**src/logic/rgbcap_map.svh**
```systemverilog
// Register offsets, field positions, masks and reset values of the RGB capture block
`ifndef RGBCAP_MAP_SVH
`define RGBCAP_MAP_SVH

`define RC_MAG_OFS        8'h4c
`define RC_HC_OFS         8'h80
`define RC_HWIN_OFS       8'h84
`define RC_VWIN_OFS       8'h88
`define RC_SYNC_OFS       8'h90
`define RC_CTRL_OFS       8'h94
`define RC_STAT_OFS       8'h98

`define RC_MAG_MASK       32'h0fff_0fff
`define RC_HC_MASK        32'h0000_3fff
`define RC_HWIN_MASK      32'h0fff_1fff
`define RC_VWIN_MASK      32'h01ff_1fff
`define RC_SYNC_MASK      32'h0001_0003
`define RC_CTRL_MASK      32'h0000_0007

`define RC_CFG_RST        32'h0000_0000
`define RC_SYNC_RST       32'h0001_0000
`define RC_CTRL_RST       32'h0000_0002

`define RC_VPOL_BIT       0
`define RC_HPOL_BIT       1
`define RC_KIND_BIT       16
`define RC_EN_BIT         0
`define RC_FMT_BIT        1
`define RC_VSAMP_BIT      2
`define RC_OVF_BIT        0

`define RC_HSTART_BIAS    12'h004
`define RC_VSTART_BIAS    9'h001
`define RC_LINE_BUF_PIX   840

`endif

```
**src/logic/rgbcap_pkg.sv**
```systemverilog
// Types shared by the RGB capture block
`default_nettype none
package rgbcap_pkg;

  typedef enum logic [1:0] {
    RC_OKAY   = 2'b00,
    RC_SLVERR = 2'b10
  } rgbcap_resp_e;

  typedef struct packed {
    logic        sof;
    logic        sol;
    logic [17:0] rgb;
  } rgbcap_pix_s;

  typedef struct packed {
    logic        hsync;
    logic        vsync;
    logic [17:0] rgb;
  } rgbcap_pins_s;

endpackage
`default_nettype wire

```
**src/logic/rgbcap_fifo.sv**
```systemverilog
// Pixel FIFO with a registered output stage
`timescale 1ns/10ps
`default_nettype none
module rgbcap_fifo
  import rgbcap_pkg::*;
#(
  parameter int W     = 20,
  parameter int DEPTH = 16
)(
  // Clock and reset
  input  wire logic         aclk,
  input  wire logic         aresetn,
  // Fill side
  input  wire logic         s_valid,
  input  wire logic [W-1:0] s_data,
  output logic              s_ready,
  // Drain side
  output logic              m_valid,
  output logic [W-1:0]      m_data,
  input  wire logic         m_ready
);
  localparam int AW = $clog2(DEPTH);

  if (DEPTH < 2 || (DEPTH & (DEPTH - 1)) != 0)
  begin : g_bad_depth
    $error("FIFO depth must be a power of two of at least 2");
  end

  logic [W-1:0]  mem [DEPTH];
  logic [AW-1:0] wp;
  logic [AW-1:0] rp;
  logic [AW:0]   cnt;
  logic          push;
  logic          pop;

  assign s_ready = (cnt != (AW+1)'(DEPTH));
  assign push    = s_valid && s_ready;
  assign pop     = (cnt != '0) && (!m_valid || m_ready);

  always_ff @(posedge aclk)
  begin
    if (push)
      mem[wp] <= s_data;
  end

  always_ff @(posedge aclk)
  begin
    if (!aresetn)
    begin
      wp <= '0;
      rp <= '0;
    end
    else
    begin
      if (push)
        wp <= wp + 1'h1;
      if (pop)
        rp <= rp + 1'h1;
    end
  end

  always_ff @(posedge aclk)
  begin
    if (!aresetn)
      cnt <= '0;
    else if (push && !pop)
      cnt <= cnt + 1'h1;
    else if (!push && pop)
      cnt <= cnt - 1'h1;
  end

  // Output register keeps the top-level output straight from a flop
  always_ff @(posedge aclk)
  begin
    if (!aresetn)
    begin
      m_valid <= 1'h0;
      m_data  <= '0;
    end
    else if (pop)
    begin
      m_valid <= 1'h1;
      m_data  <= mem[rp];
    end
    else if (m_ready)
      m_valid <= 1'h0;
  end

endmodule
`default_nettype wire

```
**src/logic/rgbcap_top.sv**
```systemverilog
// RGB capture window timing: register file, sync edge logic, windows, FIFO
//
// Operation
// - Magnified output line count comes from bits 11-0 of the magnify size.
// - Magnified output width comes from bits 27-16, in pairs of pixels.
// - HSYNC cycle count is a 14-bit field, actual count is value plus one.
// - HSYNC cycle count matters only when VSYNC is sampled.
// - Horizontal window size is bits 12-0, in pairs of pixels.
// - Horizontal window starts at start field bits 27-16 minus four.
// - Valid line count comes from bits 12-0 of the vertical window.
// - First valid line is vertical start field bits 24-16 minus one.
// - Sync bit 0 picks the VSYNC edge, resets to zero.
// - Sync bit 1 picks the HSYNC edge, resets to zero.
// - Sync bit 16 selects direct RGB input, resets to one; zero reserved.
// - Edge selection applies only in RGB input format.
// - With input kind bit one, pixels are direct RGB666 data.
`timescale 1ns/10ps
`default_nettype none
`include "rgbcap_map.svh"
module rgbcap_top
  import rgbcap_pkg::*;
#(
  parameter int FIFO_DEPTH = 16
)(
  // Clock and reset
  input  wire logic         aclk,
  input  wire logic         aresetn,
  // AXI4-Lite write
  input  wire logic [7:0]   awaddr,
  input  wire logic         awvalid,
  output logic              awready,
  input  wire logic [31:0]  wdata,
  input  wire logic [3:0]   wstrb,
  input  wire logic         wvalid,
  output logic              wready,
  output logic [1:0]        bresp,
  output logic              bvalid,
  input  wire logic         bready,
  // AXI4-Lite read
  input  wire logic [7:0]   araddr,
  input  wire logic         arvalid,
  output logic              arready,
  output logic [31:0]       rdata,
  output logic [1:0]        rresp,
  output logic              rvalid,
  input  wire logic         rready,
  // Video input pins
  input  wire logic         video_hsync_pin,
  input  wire logic         video_vsync_pin,
  input  wire logic [17:0]  video_pixel_pin,
  // Captured pixel stream
  output logic              pix_valid,
  output var rgbcap_pix_s   pix_data,
  input  wire logic         pix_ready
);

  ////////////////////////////////////////////////////////////////////////////
  // Register file
  logic [31:0] magnify_display_size;
  logic [31:0] rgb_hsync_cycle_count;
  logic [31:0] rgb_horizontal_window;
  logic [31:0] rgb_vertical_window;
  logic [31:0] rgb_sync_control;
  logic [31:0] capture_control;
  logic        overflow;

  logic [11:0] magnify_out_lines;
  logic [11:0] magnify_out_pixel_pairs;
  logic [13:0] hsync_cycles;
  logic [12:0] horizontal_window_size;
  logic [11:0] horizontal_window_start;
  logic [12:0] vertical_window_size;
  logic [8:0]  vertical_window_start;
  logic        vsync_edge_polarity;
  logic        hsync_edge_polarity;
  logic        rgb_input_kind_select;
  logic        cap_enable;
  logic        fmt_rgb;
  logic        vsync_sample;

  assign magnify_out_lines       = magnify_display_size[11:0];
  assign magnify_out_pixel_pairs = magnify_display_size[27:16];
  assign hsync_cycles            = rgb_hsync_cycle_count[13:0];
  assign horizontal_window_size  = rgb_horizontal_window[12:0];
  assign horizontal_window_start = rgb_horizontal_window[27:16];
  assign vertical_window_size    = rgb_vertical_window[12:0];
  assign vertical_window_start   = rgb_vertical_window[24:16];
  assign vsync_edge_polarity     = rgb_sync_control[`RC_VPOL_BIT];
  assign hsync_edge_polarity     = rgb_sync_control[`RC_HPOL_BIT];
  assign rgb_input_kind_select   = rgb_sync_control[`RC_KIND_BIT];
  assign cap_enable              = capture_control[`RC_EN_BIT];
  assign fmt_rgb                 = capture_control[`RC_FMT_BIT];
  assign vsync_sample            = capture_control[`RC_VSAMP_BIT];

  function automatic logic [31:0] merge(input logic [31:0] old, input logic [31:0] d,
                                        input logic [3:0] s, input logic [31:0] m);
    logic [31:0] r;
    r = old;
    for (int i = 0; i < 4; i++)
      if (s[i])
        r[i*8 +: 8] = d[i*8 +: 8];
    return r & m;
  endfunction

  ////////////////////////////////////////////////////////////////////////////
  // AXI4-Lite slave
  logic [7:0]  aw_addr_q;
  logic [31:0] w_data_q;
  logic [3:0]  w_strb_q;
  logic        aw_held;
  logic        w_held;
  logic        do_write;
  logic        next_aw_held;
  logic        next_w_held;
  logic        next_bvalid;
  logic        next_rvalid;
  logic        wr_hit;
  logic        rd_hit;
  logic [31:0] rd_word;
  logic        ovf_clear;
  logic [12:0] line_cnt;

  assign do_write = aw_held && w_held && !bvalid;

  always_comb
  begin
    next_aw_held = aw_held;
    next_w_held  = w_held;
    if (awvalid && awready)
      next_aw_held = 1'h1;
    if (wvalid && wready)
      next_w_held = 1'h1;
    if (do_write)
    begin
      next_aw_held = 1'h0;
      next_w_held  = 1'h0;
    end
    next_bvalid = do_write || (bvalid && !bready);
    next_rvalid = (arvalid && arready) || (rvalid && !rready);
  end

  always_ff @(posedge aclk)
  begin
    if (!aresetn)
    begin
      aw_held <= 1'h0;
      w_held  <= 1'h0;
      awready <= 1'h0;
      wready  <= 1'h0;
      bvalid  <= 1'h0;
      arready <= 1'h0;
      rvalid  <= 1'h0;
    end
    else
    begin
      aw_held <= next_aw_held;
      w_held  <= next_w_held;
      awready <= !next_aw_held && !next_bvalid;
      wready  <= !next_w_held && !next_bvalid;
      bvalid  <= next_bvalid;
      arready <= !next_rvalid;
      rvalid  <= next_rvalid;
    end
  end

  always_ff @(posedge aclk)
  begin
    if (!aresetn)
    begin
      aw_addr_q <= '0;
      w_data_q  <= '0;
      w_strb_q  <= '0;
    end
    else
    begin
      if (awvalid && awready)
        aw_addr_q <= {awaddr[7:2], 2'h0};
      if (wvalid && wready)
      begin
        w_data_q <= wdata;
        w_strb_q <= wstrb;
      end
    end
  end

  always_comb
  begin
    case (aw_addr_q)
      `RC_MAG_OFS, `RC_HC_OFS, `RC_HWIN_OFS, `RC_VWIN_OFS,
      `RC_SYNC_OFS, `RC_CTRL_OFS, `RC_STAT_OFS: wr_hit = 1'h1;
      default:                                  wr_hit = 1'h0;
    endcase
  end

  always_comb
  begin
    rd_hit = 1'h1;
    case ({araddr[7:2], 2'h0})
      `RC_MAG_OFS:  rd_word = magnify_display_size;
      `RC_HC_OFS:   rd_word = rgb_hsync_cycle_count;
      `RC_HWIN_OFS: rd_word = rgb_horizontal_window;
      `RC_VWIN_OFS: rd_word = rgb_vertical_window;
      `RC_SYNC_OFS: rd_word = rgb_sync_control;
      `RC_CTRL_OFS: rd_word = capture_control;
      `RC_STAT_OFS: rd_word = {3'h0, line_cnt, 15'h0, overflow};
      default:
      begin
        rd_word = '0;
        rd_hit  = 1'h0;
      end
    endcase
  end

  always_ff @(posedge aclk)
  begin
    if (!aresetn)
    begin
      bresp <= RC_OKAY;
      rresp <= RC_OKAY;
      rdata <= '0;
    end
    else
    begin
      if (do_write)
        bresp <= wr_hit ? RC_OKAY : RC_SLVERR;
      if (arvalid && arready)
      begin
        rresp <= rd_hit ? RC_OKAY : RC_SLVERR;
        rdata <= rd_word;
      end
    end
  end

  always_ff @(posedge aclk)
  begin
    if (!aresetn)
    begin
      magnify_display_size  <= `RC_CFG_RST;
      rgb_hsync_cycle_count <= `RC_CFG_RST;
      rgb_horizontal_window <= `RC_CFG_RST;
      rgb_vertical_window   <= `RC_CFG_RST;
      rgb_sync_control      <= `RC_SYNC_RST;
      capture_control       <= `RC_CTRL_RST;
    end
    else if (do_write)
    begin
      case (aw_addr_q)
        `RC_MAG_OFS:
          magnify_display_size <= merge(magnify_display_size, w_data_q, w_strb_q,
                                        `RC_MAG_MASK);
        `RC_HC_OFS:
          rgb_hsync_cycle_count <= merge(rgb_hsync_cycle_count, w_data_q, w_strb_q,
                                         `RC_HC_MASK);
        `RC_HWIN_OFS:
          rgb_horizontal_window <= merge(rgb_horizontal_window, w_data_q, w_strb_q,
                                         `RC_HWIN_MASK);
        `RC_VWIN_OFS:
          rgb_vertical_window <= merge(rgb_vertical_window, w_data_q, w_strb_q,
                                       `RC_VWIN_MASK);
        `RC_SYNC_OFS:
          rgb_sync_control <= merge(rgb_sync_control, w_data_q, w_strb_q,
                                    `RC_SYNC_MASK);
        `RC_CTRL_OFS:
          capture_control <= merge(capture_control, w_data_q, w_strb_q,
                                   `RC_CTRL_MASK);
        default:
          capture_control <= capture_control;
      endcase
    end
  end

  assign ovf_clear = do_write && (aw_addr_q == `RC_STAT_OFS) && w_strb_q[0]
                     && w_data_q[`RC_OVF_BIT];

  ////////////////////////////////////////////////////////////////////////////
  // Pin synchronisers and sync edges
  rgbcap_pins_s pin_s1;
  rgbcap_pins_s pin_s2;
  logic         hs_d;
  logic         vs_d;
  logic         h_evt;
  logic         v_evt;
  logic         f_evt;
  logic         v_active;
  logic [13:0]  hcount;

  always_ff @(posedge aclk)
  begin
    if (!aresetn)
    begin
      pin_s1 <= '0;
      pin_s2 <= '0;
      hs_d   <= 1'h0;
      vs_d   <= 1'h0;
    end
    else
    begin
      pin_s1 <= '{hsync: video_hsync_pin, vsync: video_vsync_pin, rgb: video_pixel_pin};
      pin_s2 <= pin_s1;
      hs_d   <= pin_s2.hsync;
      vs_d   <= pin_s2.vsync;
    end
  end

  // Outside RGB format the polarity bits are ignored and falling edges are used
  always_comb
  begin
    if (fmt_rgb && hsync_edge_polarity)
      h_evt = pin_s2.hsync && !hs_d;
    else
      h_evt = !pin_s2.hsync && hs_d;
    if (fmt_rgb && vsync_edge_polarity)
    begin
      v_evt    = pin_s2.vsync && !vs_d;
      v_active = pin_s2.vsync;
    end
    else
    begin
      v_evt    = !pin_s2.vsync && vs_d;
      v_active = !pin_s2.vsync;
    end
  end

  // Sampling mode: VSYNC level looked at on HSYNC, after hsync_cycles+1 lines
  assign f_evt = vsync_sample ? (h_evt && v_active && hcount >= hsync_cycles)
                              : v_evt;

  always_ff @(posedge aclk)
  begin
    if (!aresetn)
      hcount <= '0;
    else if (f_evt)
      hcount <= '0;
    else if (h_evt && hcount != '1)
      hcount <= hcount + 1'h1;
  end

  ////////////////////////////////////////////////////////////////////////////
  // Pixel and line counters, windows
  logic [12:0] pix_cnt;
  logic        frame_ok;
  logic        sof_pend;
  logic        sol_pend;
  logic [14:0] h_lo;
  logic [14:0] h_hi;
  logic [14:0] h_cap;
  logic [14:0] v_lo;
  logic [14:0] v_hi;
  logic [14:0] v_cap;
  logic        in_win;
  logic        take;
  logic        fifo_ready;

  always_ff @(posedge aclk)
  begin
    if (!aresetn)
    begin
      pix_cnt  <= '0;
      line_cnt <= '0;
    end
    else
    begin
      if (h_evt || f_evt)
        pix_cnt <= '0;
      else if (pix_cnt != '1)
        pix_cnt <= pix_cnt + 1'h1;
      if (f_evt)
        line_cnt <= '0;
      else if (h_evt && line_cnt != '1)
        line_cnt <= line_cnt + 1'h1;
    end
  end

  // Start fields below their bias clamp to zero rather than wrap
  always_comb
  begin
    h_lo  = (horizontal_window_start >= `RC_HSTART_BIAS) ?
            15'(horizontal_window_start - `RC_HSTART_BIAS) : '0;
    h_hi  = h_lo + 15'({horizontal_window_size, 1'h0});
    h_cap = h_lo + 15'({magnify_out_pixel_pairs, 1'h0});
    v_lo  = (vertical_window_start >= `RC_VSTART_BIAS) ?
            15'(vertical_window_start - `RC_VSTART_BIAS) : '0;
    v_hi  = v_lo + 15'(vertical_window_size);
    v_cap = v_lo + 15'(magnify_out_lines);
    in_win = (15'(pix_cnt) >= h_lo) && (15'(pix_cnt) < h_hi) && (15'(pix_cnt) < h_cap)
          && (15'(line_cnt) >= v_lo) && (15'(line_cnt) < v_hi)
          && (15'(line_cnt) < v_cap);
  end

  // Kind bit zero is reserved; nothing is forwarded then
  assign take = cap_enable && rgb_input_kind_select && frame_ok && in_win;

  always_ff @(posedge aclk)
  begin
    if (!aresetn)
    begin
      frame_ok <= 1'h0;
      sof_pend <= 1'h0;
      sol_pend <= 1'h0;
    end
    else
    begin
      if (f_evt)
        frame_ok <= 1'h1;
      if (f_evt)
        sof_pend <= 1'h1;
      else if (take && fifo_ready)
        sof_pend <= 1'h0;
      if (h_evt || f_evt)
        sol_pend <= 1'h1;
      else if (take && fifo_ready)
        sol_pend <= 1'h0;
    end
  end

  // A video source cannot stall: a full FIFO drops the pixel and flags it
  always_ff @(posedge aclk)
  begin
    if (!aresetn)
      overflow <= 1'h0;
    else if (take && !fifo_ready)
      overflow <= 1'h1;
    else if (ovf_clear)
      overflow <= 1'h0;
  end

  rgbcap_fifo #(
    .W     ($bits(rgbcap_pix_s)),
    .DEPTH (FIFO_DEPTH)
  ) u_fifo (
    .aclk    (aclk),
    .aresetn (aresetn),
    .s_valid (take),
    .s_data  ({sof_pend, sol_pend, pin_s2.rgb}),
    .s_ready (fifo_ready),
    .m_valid (pix_valid),
    .m_data  (pix_data),
    .m_ready (pix_ready)
  );
endmodule
`default_nettype wire
```
**config.mk**
```make
export PLATFORM = sky130hd
export DESIGN_NAME = rgbcap_top
export DESIGN_NICKNAME = d
export VERILOG_FILES = /design/src/logic/rgbcap_pkg.sv /design/src/logic/rgbcap_fifo.sv /design/src/logic/rgbcap_top.sv
export VERILOG_INCLUDE_DIRS = /design/src /design/src/logic
export SDC_FILE = /design/constraint.sdc
export NUM_CORES = 1
export LEC_CHECK = 0
export ABC_CLOCK_PERIOD_IN_PS = 6900
export BUFFER_PORTS_ARGS = -buffer_cell sky130_fd_sc_hd__buf_2
export CAP_MARGIN = 20
export CORE_MARGIN = 5
export CORE_UTILIZATION = 56
export CTS_BUF_LIST = sky130_fd_sc_hd__clkbuf_16
export DETAILED_ROUTE_END_ITERATION = 8
export PLACE_DENSITY = 0.77
export SLEW_MARGIN = 10
export SYNTH_ARGS = -nofsm -noshare
export SYNTH_HDL_FRONTEND = slang
export SYNTH_HIERARCHICAL = 1
export SYNTH_SLANG_ARGS = --single-unit
```
**constraint.sdc**
```tcl
create_clock -name aclk -period 6.9 [get_ports aclk]
set_input_delay 0.69 -clock aclk [delete_from_list [all_inputs] [get_ports aclk]]
set_output_delay 0.69 -clock aclk [all_outputs]
set_load 0.02 [all_outputs]
```
* Yosys cells after proc, flatten, opt, wreduce, memory -nomap -nowiden
Memory sizes are Yosys's and may differ from the RTL's. A register that Yosys moved wholly into a read port is not among the register bits.
Index checks and enable logic that the tools add are counted.
** Storage, ports and cells
- Input port bits :: 80
- Bits in registers :: 272
- Memories :: 1
- Output and inout bits :: 62
- Bits in writable memories :: 320
- Word-level logic and storage cells :: 199
** Cells by class
- Bitwise logic cells :: 1
- Reduce and logical (&&, ||, !) cells :: 82
- Equal/unequal tests :: 18
- Add/subtract/negate cells :: 13
- Multiplexer cells :: 26
- Order comparisons :: 9
** Memory list
- u_fifo.mem :: words 16, bits a word 20, rd ports 1, clocked after memory_dff 1, wr ports 1, line rgbcap_fifo.sv:29 : logic [W-1:0] mem [DEPTH];
** Operator list (count)
- case mux 29 bit (7 select lines) :: 1
- equality test 6 bit (second input constant) :: 12
- < comparator 13 x 15 -> 1 bit :: 4
- AND reduction 3 bit :: 17
- logical AND 1 bit :: 35
- adder 15 x 13 -> 15 bit :: 2
- greater-or-equal comparator 13 x 15 -> 1 bit :: 2
- two-way mux 15 bit :: 2
- adder 13 x 1 -> 13 bit (second input constant) :: 2
- inequality test 13 bit (second input constant) :: 2
- two-way mux 1 bit :: 19
- zero test 1 bit :: 16
- adder 15 x 12 -> 15 bit :: 1
- adder 15 x 14 -> 15 bit :: 1
- adder 14 x 1 -> 14 bit (second input constant) :: 1
- greater-or-equal comparator 14 bit :: 1
- inequality test 14 bit (second input constant) :: 1
- OR reduction 7 bit :: 2
- subtractor 12 x 3 -> 13 bit (second input constant) :: 1
- equality test 6 x 5 -> 1 bit (second input constant) :: 2
- greater-or-equal comparator 12 x 3 -> 1 bit (second input constant) :: 1
- two-way mux 5 bit :: 2
- nonzero test 2 bit :: 5
- subtractor 9 x 1 -> 10 bit (second input constant) :: 1
- other kinds (10) :: 16

* Depth between registers and ports, before layout
- Word-level depth :: 15
- Depth in mapped cells :: 37

* Modules after synthesis
The synthesis kept the hierarchy.
** By module, submodules not included
- rgbcap_top :: cells each 1690, sequential area each 4984.8 µm², area an instance 14302.5 µm², instances 1
- rgbcap_fifo :: cells each 730, sequential area each 10289.9 µm², area an instance 13570.5 µm², instances 1

* Worst setup path after synthesis
No wires, ideal clock.
- Path kind :: reg2reg
- From :: register rgb_horizontal_window[18]
- To :: memory u_fifo.mem[0][0] (enable)
- Setup time :: 0.422 ns
- Slack :: -0.195 ns
- Arrival time :: 6.673 ns
- Stages on the path, launching flop included :: 27
- Buffers on the path :: 1
- Cell sequence :: dfxtp_1 or4_1 or3_2 nor3b_1 clkbuf_1 or2_2 inv_1 ha_1 a21o_1 a21oi_1 nor2b_1 o21a_1 o21ai_0 nand2b_1 a21oi_1 xor2_1 ha_1 a21o_1 a21oi_1 nor2_1 o32a_1 or3b_1 nand3_1 inv_1 a21boi_2 nand2_1 nor3_1
** On the way
- Word-level cells in the longest chain between the ends :: 13
** RTL lines
- from (decl) :: line rgbcap_top.sv:61 : logic [31:0] rgb_horizontal_window;
- from (signal assigned) :: line rgbcap_top.sv:240 : rgb_horizontal_window <= `RC_CFG_RST;
- from (signal assigned) :: line rgbcap_top.sv:255 : rgb_horizontal_window <= merge(rgb_horizontal_window, w_data_q, w_strb_q,
- subtractor 12 x 3 -> 13 bit (no line) / greater-or-equal comparator 12 x 3 -> 1 bit (equally long branches)
- two-way mux 15 bit * :: line rgbcap_top.sv:377 : h_lo = (horizontal_window_start >= `RC_HSTART_BIAS) ?
- adder 15 x 14 -> 15 bit :: line rgbcap_top.sv:379 : h_hi = h_lo + 15'({horizontal_window_size, 1'h0});
- < comparator 13 x 15 -> 1 bit :: line rgbcap_top.sv:385 : in_win = (15'(pix_cnt) >= h_lo) && (15'(pix_cnt) < h_hi) && (15'(pix_cnt) < h_cap)
- logical AND 1 bit :: line rgbcap_top.sv:385
- logical AND 1 bit * :: line rgbcap_top.sv:385
- logical AND 1 bit * (2 in a row) :: line rgbcap_top.sv:386 : && (15'(line_cnt) >= v_lo) && (15'(line_cnt) < v_hi)
- logical AND 1 bit * :: line rgbcap_top.sv:387 : && (15'(line_cnt) < v_cap);
- logical AND 1 bit * :: line rgbcap_top.sv:391 : assign take = cap_enable && rgb_input_kind_select && frame_ok && in_win;
- net take :: line rgbcap_top.sv:351 : logic take;
- logical AND 1 bit * :: line rgbcap_fifo.sv:37 : assign push = s_valid && s_ready;
- net u_fifo.push :: line rgbcap_fifo.sv:33 : logic push;
- two-way mux 1 bit * :: line rgbcap_fifo.sv:42 : if (push)
- two-way mux 1 bit (implied by the code) * :: line rgbcap_fifo.sv:43 : mem[wp] <= s_data;
- to (decl) :: line rgbcap_fifo.sv:29
The timed path passes the listed nets; every way through them passes the cells marked *.

* Worst setup path after layout
- From :: register rgb_vertical_window[21]
- To :: register u_fifo.cnt[4]
** On the way
- Word-level cells in the longest chain between the ends :: 11
** RTL lines
- from (decl) :: line rgbcap_top.sv:62 : logic [31:0] rgb_vertical_window;
- from (signal assigned) :: line rgbcap_top.sv:241 : rgb_vertical_window <= `RC_CFG_RST;
- from (signal assigned) :: line rgbcap_top.sv:258 : rgb_vertical_window <= merge(rgb_vertical_window, w_data_q, w_strb_q,
- subtractor 9 x 1 -> 10 bit (no line) / greater-or-equal comparator 9 x 1 -> 1 bit (equally long branches)
- two-way mux 15 bit * :: line rgbcap_top.sv:381 : v_lo = (vertical_window_start >= `RC_VSTART_BIAS) ?
- adder 15 x 13 -> 15 bit / greater-or-equal comparator 13 x 15 -> 1 bit (equally long branches) :: line rgbcap_top.sv:383, rgbcap_top.sv:386
- < comparator 13 x 15 -> 1 bit / logical AND 1 bit (equally long branches) :: line rgbcap_top.sv:386
- logical AND 1 bit :: line rgbcap_top.sv:386
- logical AND 1 bit * :: line rgbcap_top.sv:387
- logical AND 1 bit * :: line rgbcap_top.sv:391
- net take :: line rgbcap_top.sv:351
- logical AND 1 bit * :: line rgbcap_fifo.sv:37
- net u_fifo.push :: line rgbcap_fifo.sv:33
- zero test 1 bit :: line rgbcap_fifo.sv:68 : else if (!push && pop)
- logical AND 1 bit :: line rgbcap_fifo.sv:68
- nonzero test 2 bit (no line)
- to (signal assigned) :: line rgbcap_fifo.sv:67 : cnt <= cnt + 1'h1;
- to (signal assigned) :: line rgbcap_fifo.sv:69 : cnt <= cnt - 1'h1;
- to (decl) :: line rgbcap_fifo.sv:32 : logic [AW:0] cnt;
Marks and branches as above.
A chain may end at the register's enable or synchronous reset.

==> metrics <==
Yosys cell types 83; P_leak about 0.012 uW; via count a little under 20000; Max-cap violations 0; Worst Tran Pin Value about 1100 ps; # fillers 3726; critical path class reg -> reg; post-DR wirelength/cell about 21 um; CP top delay family compound AO/OA/AOI/OAI gates; dpl ws -106 ps; clk root buf clkbuf_16; Cell Area, Placed a little under 0.03 mm^2; number of global-route vias before repair between 15000 and 20000; fin crit share a little over nine tenths; number of synthesized register bits roughly 600; Synth Area in Compound Gates a little over a tenth; Initial Util between 50% and 60%; cts bufs inserted 59; placed cells about 3200; Crit-path slowest cell or3_4; Crit. End Element flip-flop; post-route ant nets 0; hold depth 2; multi-input logic area roughly 0.012 mm^2; ant diodes 0; Post-Synth Simple-Gate Area between 10% and 20%; Total GRT Usage around a quarter; R2R depth 34; WHS roughly 270 ps; Finish-stage setup viols 0; 1st-iter DRT viols between 1500 and 2000; H-tree depth 2; WL final approximately 70000 um; drt drc 0; CTS tree yes; DIE WIDTH ~230 um; clock buffer depth 3; async set-reset flop share out of synthesis 0%; Clock Skew ~39 ps; final std cells w/o fill around 3300; Worst EP arrival 7170 ps; min-delay src video_hsync_pin; fmax roughly 150 MHz; first-pass GRT wire length around 110000 um; Yosys warnings 6; status finished clean; worst r2r src rgb_vertical_window[21]; first-pass iteration count of the detailed router 6; xor/xnor cell area share of the yosys netlist 2.58%; Ports about 140; grt total ovfl 0; Port Buffer Count roughly 120; CP max stage delay around 370 ps; largest family of logic cells by synthesized area simple AND/OR/NAND/NOR gates; Post-synth top flop edfxtp_1; synthesized cell area ~0.028 mm^2; Crit Path Max Fanout 8; FF-to-FF setup slack 280 ps; Data required, critical path ~7500 ps; Slew headroom roughly a quarter; commonest cells after routing, fill and taps aside edfxtp_1, dfxtp_1, nor2_1, mux2i_1, a21oi_1; register area share after synthesis a little over half; Peak VDD IR about 0.18 mV; class of the worst hold path in -> reg; Routability Congestion around 1; Via density around 6.0; mux cell area share after synthesis about a tenth; WP buf/inv 5; fin area 0.0316 mm^2; clk_lat worst skew 640 ps; number of flops mapped to enable cells by yosys 320; layout cells sized above 1 15.2%; WHS Endpoint pin_s1[19]; hpwl dp around 48000 um; hold_buf cts 0; Post-Synth Adder-Cell Area ~7.5%; setup slack after layout ~280 ps; largest net degree at the start of global routing 90; # nets final between 2000 and 3000; most common cell after layout, fill and taps aside edfxtp_1; Reg-to-Reg End u_fifo/cnt[4]; die footprint between 0.05 and 0.06 mm^2; Clock Pin Slew Worst Setup and Hold Paths about 70 ps; Rows 81; Cell Pwr Density between 200 and 300 mW/mm^2; Final Max Slew Viols 0; syn_area_per_cell roughly 12 um^2; Area Growth Syn to Fin 13.4%; area of the core 0.0491 mm^2; utilization after layout 64.4%; Hold Violations, Final 0; Mapped Cells approximately 2400; CP Launch Type flip-flop; antenna violations before repair 0; Sink Count ~600; Die H ~230 um; FF/Latch Area 0.0153 mm^2; crit path time final 6620 ps
-- metal layers --
| layer | vias to the layer above | track usage [%] | share of wire [%] | routed length, um |
|---|---|---|---|---|
| li1 | 9193 | - | - | - |
| met1 | 9723 | 31.4 | 40 | 27900 |
| met2 | 708 | 43.7 | 50 | 34800 |
| met3 | 188 | 3.87 | 6.1 | 4290 |
| met4 | 0 | 11.2 | 4.6 | 3250 |
| met5 | - | 0 | 0 | 0 |
-- kinds of logic after synthesis --
| family | Yosys count |
|---|---|
| other | 1 |
| muxes | 223 |
| adders and majority gates | 164 |
| xor gates and xnor gates | 82 |
| buffers and inverters | 196 |
| DFF | 603 |
| and+or+nand+nor | 689 |
| AOI/OAI and AO/OA | 462 |
-- registers in the layout, summed over array words and instances (netlist names), 5 cells and up --
register,count
magnify_display_size,24
rdata,27
line_cnt,13
hcount,14
rgb_horizontal_window,25
pin_s2,20
pix_cnt,13
u_fifo/m_data,20
w_data_q,26
pin_s1,20
aw_addr_q,6
u_fifo/mem,320
rgb_hsync_cycle_count,14
u_fifo/cnt,5
rgb_vertical_window,22
-- repair_timing --
item / CTS / global route
gates cloned: 0 / 0
gates resized for setup: 2 / 41
setup endpoints to repair: 1 / 237
pin swaps: 0 / 14
buffers inserted: 0 / 2
-- worst register-to-register path, delay by kind of cell (launching register included) --
family,cells,cell delay (ps)
xor+xnor,1,220
simple gates,9,1700
mux,2,460
compound gates,13,2160
fa+ha+maj,4,1060
buf+inv,5,640
flops,1,360
-- stage by stage --
stage	setup TNS, ps	power [uW]
floorplan	-7730	4850
global placement	0	5130
detailed placement	-106	5170
CTS	0	8350
global route	-45.1	8630
finish	0	8320
-- cells in the mapped netlist (7+ instances only) --
library cell | instances | share of area [%]
a222oi_1 | 20 | 0.72
nand2_1 | 163 | 2.2
buf_4 | 11 | 0.30
nand3_1 | 41 | 0.74
and3_1 | 13 | 0.29
ha_1 | 159 | 7.1
or3_1 | 18 | 0.40
mux4_2 | 39 | 3.2
edfxtp_1 | 320 | 34
xnor2_1 | 41 | 1.3
nor2b_1 | 24 | 0.54
a221oi_1 | 7 | 0.22
o22ai_1 | 40 | 0.90
dfxtp_1 | 283 | 20
o21bai_1 | 8 | 0.22
o211ai_1 | 11 | 0.30
a21o_1 | 25 | 0.67
or2_2 | 16 | 0.36
nand2b_1 | 20 | 0.45
inv_1 | 93 | 1.3
buf_2 | 19 | 0.34
clkbuf_1 | 65 | 0.88
a22oi_1 | 23 | 0.62
o21ai_0 | 73 | 1.3
nor3_1 | 52 | 0.93
a211oi_1 | 15 | 0.40
mux2i_1 | 182 | 6.5
nand3b_1 | 8 | 0.22
a21oi_1 | 175 | 3.1
nor2_1 | 238 | 3.2
o31ai_1 | 7 | 0.19
and2_1 | 48 | 1.1
xor2_1 | 41 | 1.3
nor4_1 | 9 | 0.20
o21a_1 | 18 | 0.48
nand4_1 | 15 | 0.34
-- where the power goes --
part	switching [uW]	internal, uW	total, uW
clock network	1380	1830	3210
registers	132	3860	4000
logic	673	444	1120
-- worst max path at each step --
stage | slack, ps | endpoint | from | cells after the start
2_1_floorplan | -190 | u_fifo/mem[1][0] | rgb_horizontal_window[18] | 26
3_3_place_gp | 200 | u_fifo/cnt[4] | rgb_horizontal_window[19] | 34
3_5_place_dp | -110 | u_fifo/cnt[4] | rgb_horizontal_window[19] | 32
4_1_cts | 1 | u_fifo/cnt[4] | rgb_horizontal_window[19] | 32
5_1_grt | -50 | u_fifo/cnt[4] | rgb_horizontal_window[19] | 32
6_report | 280 | u_fifo/cnt[4] | rgb_vertical_window[21] | 34
-- final cells by class --
cell class	instances	share of cell area, %
clock inverter	52	1.48
sequential	603	48.4
clock buffer	59	4.67
multi-input combinational	1627	38.1
tap	664	2.63
inverter	95	1.14
timing repair buffer	189	3.59
No activity file was read; power rests on OpenSTA's default activity.
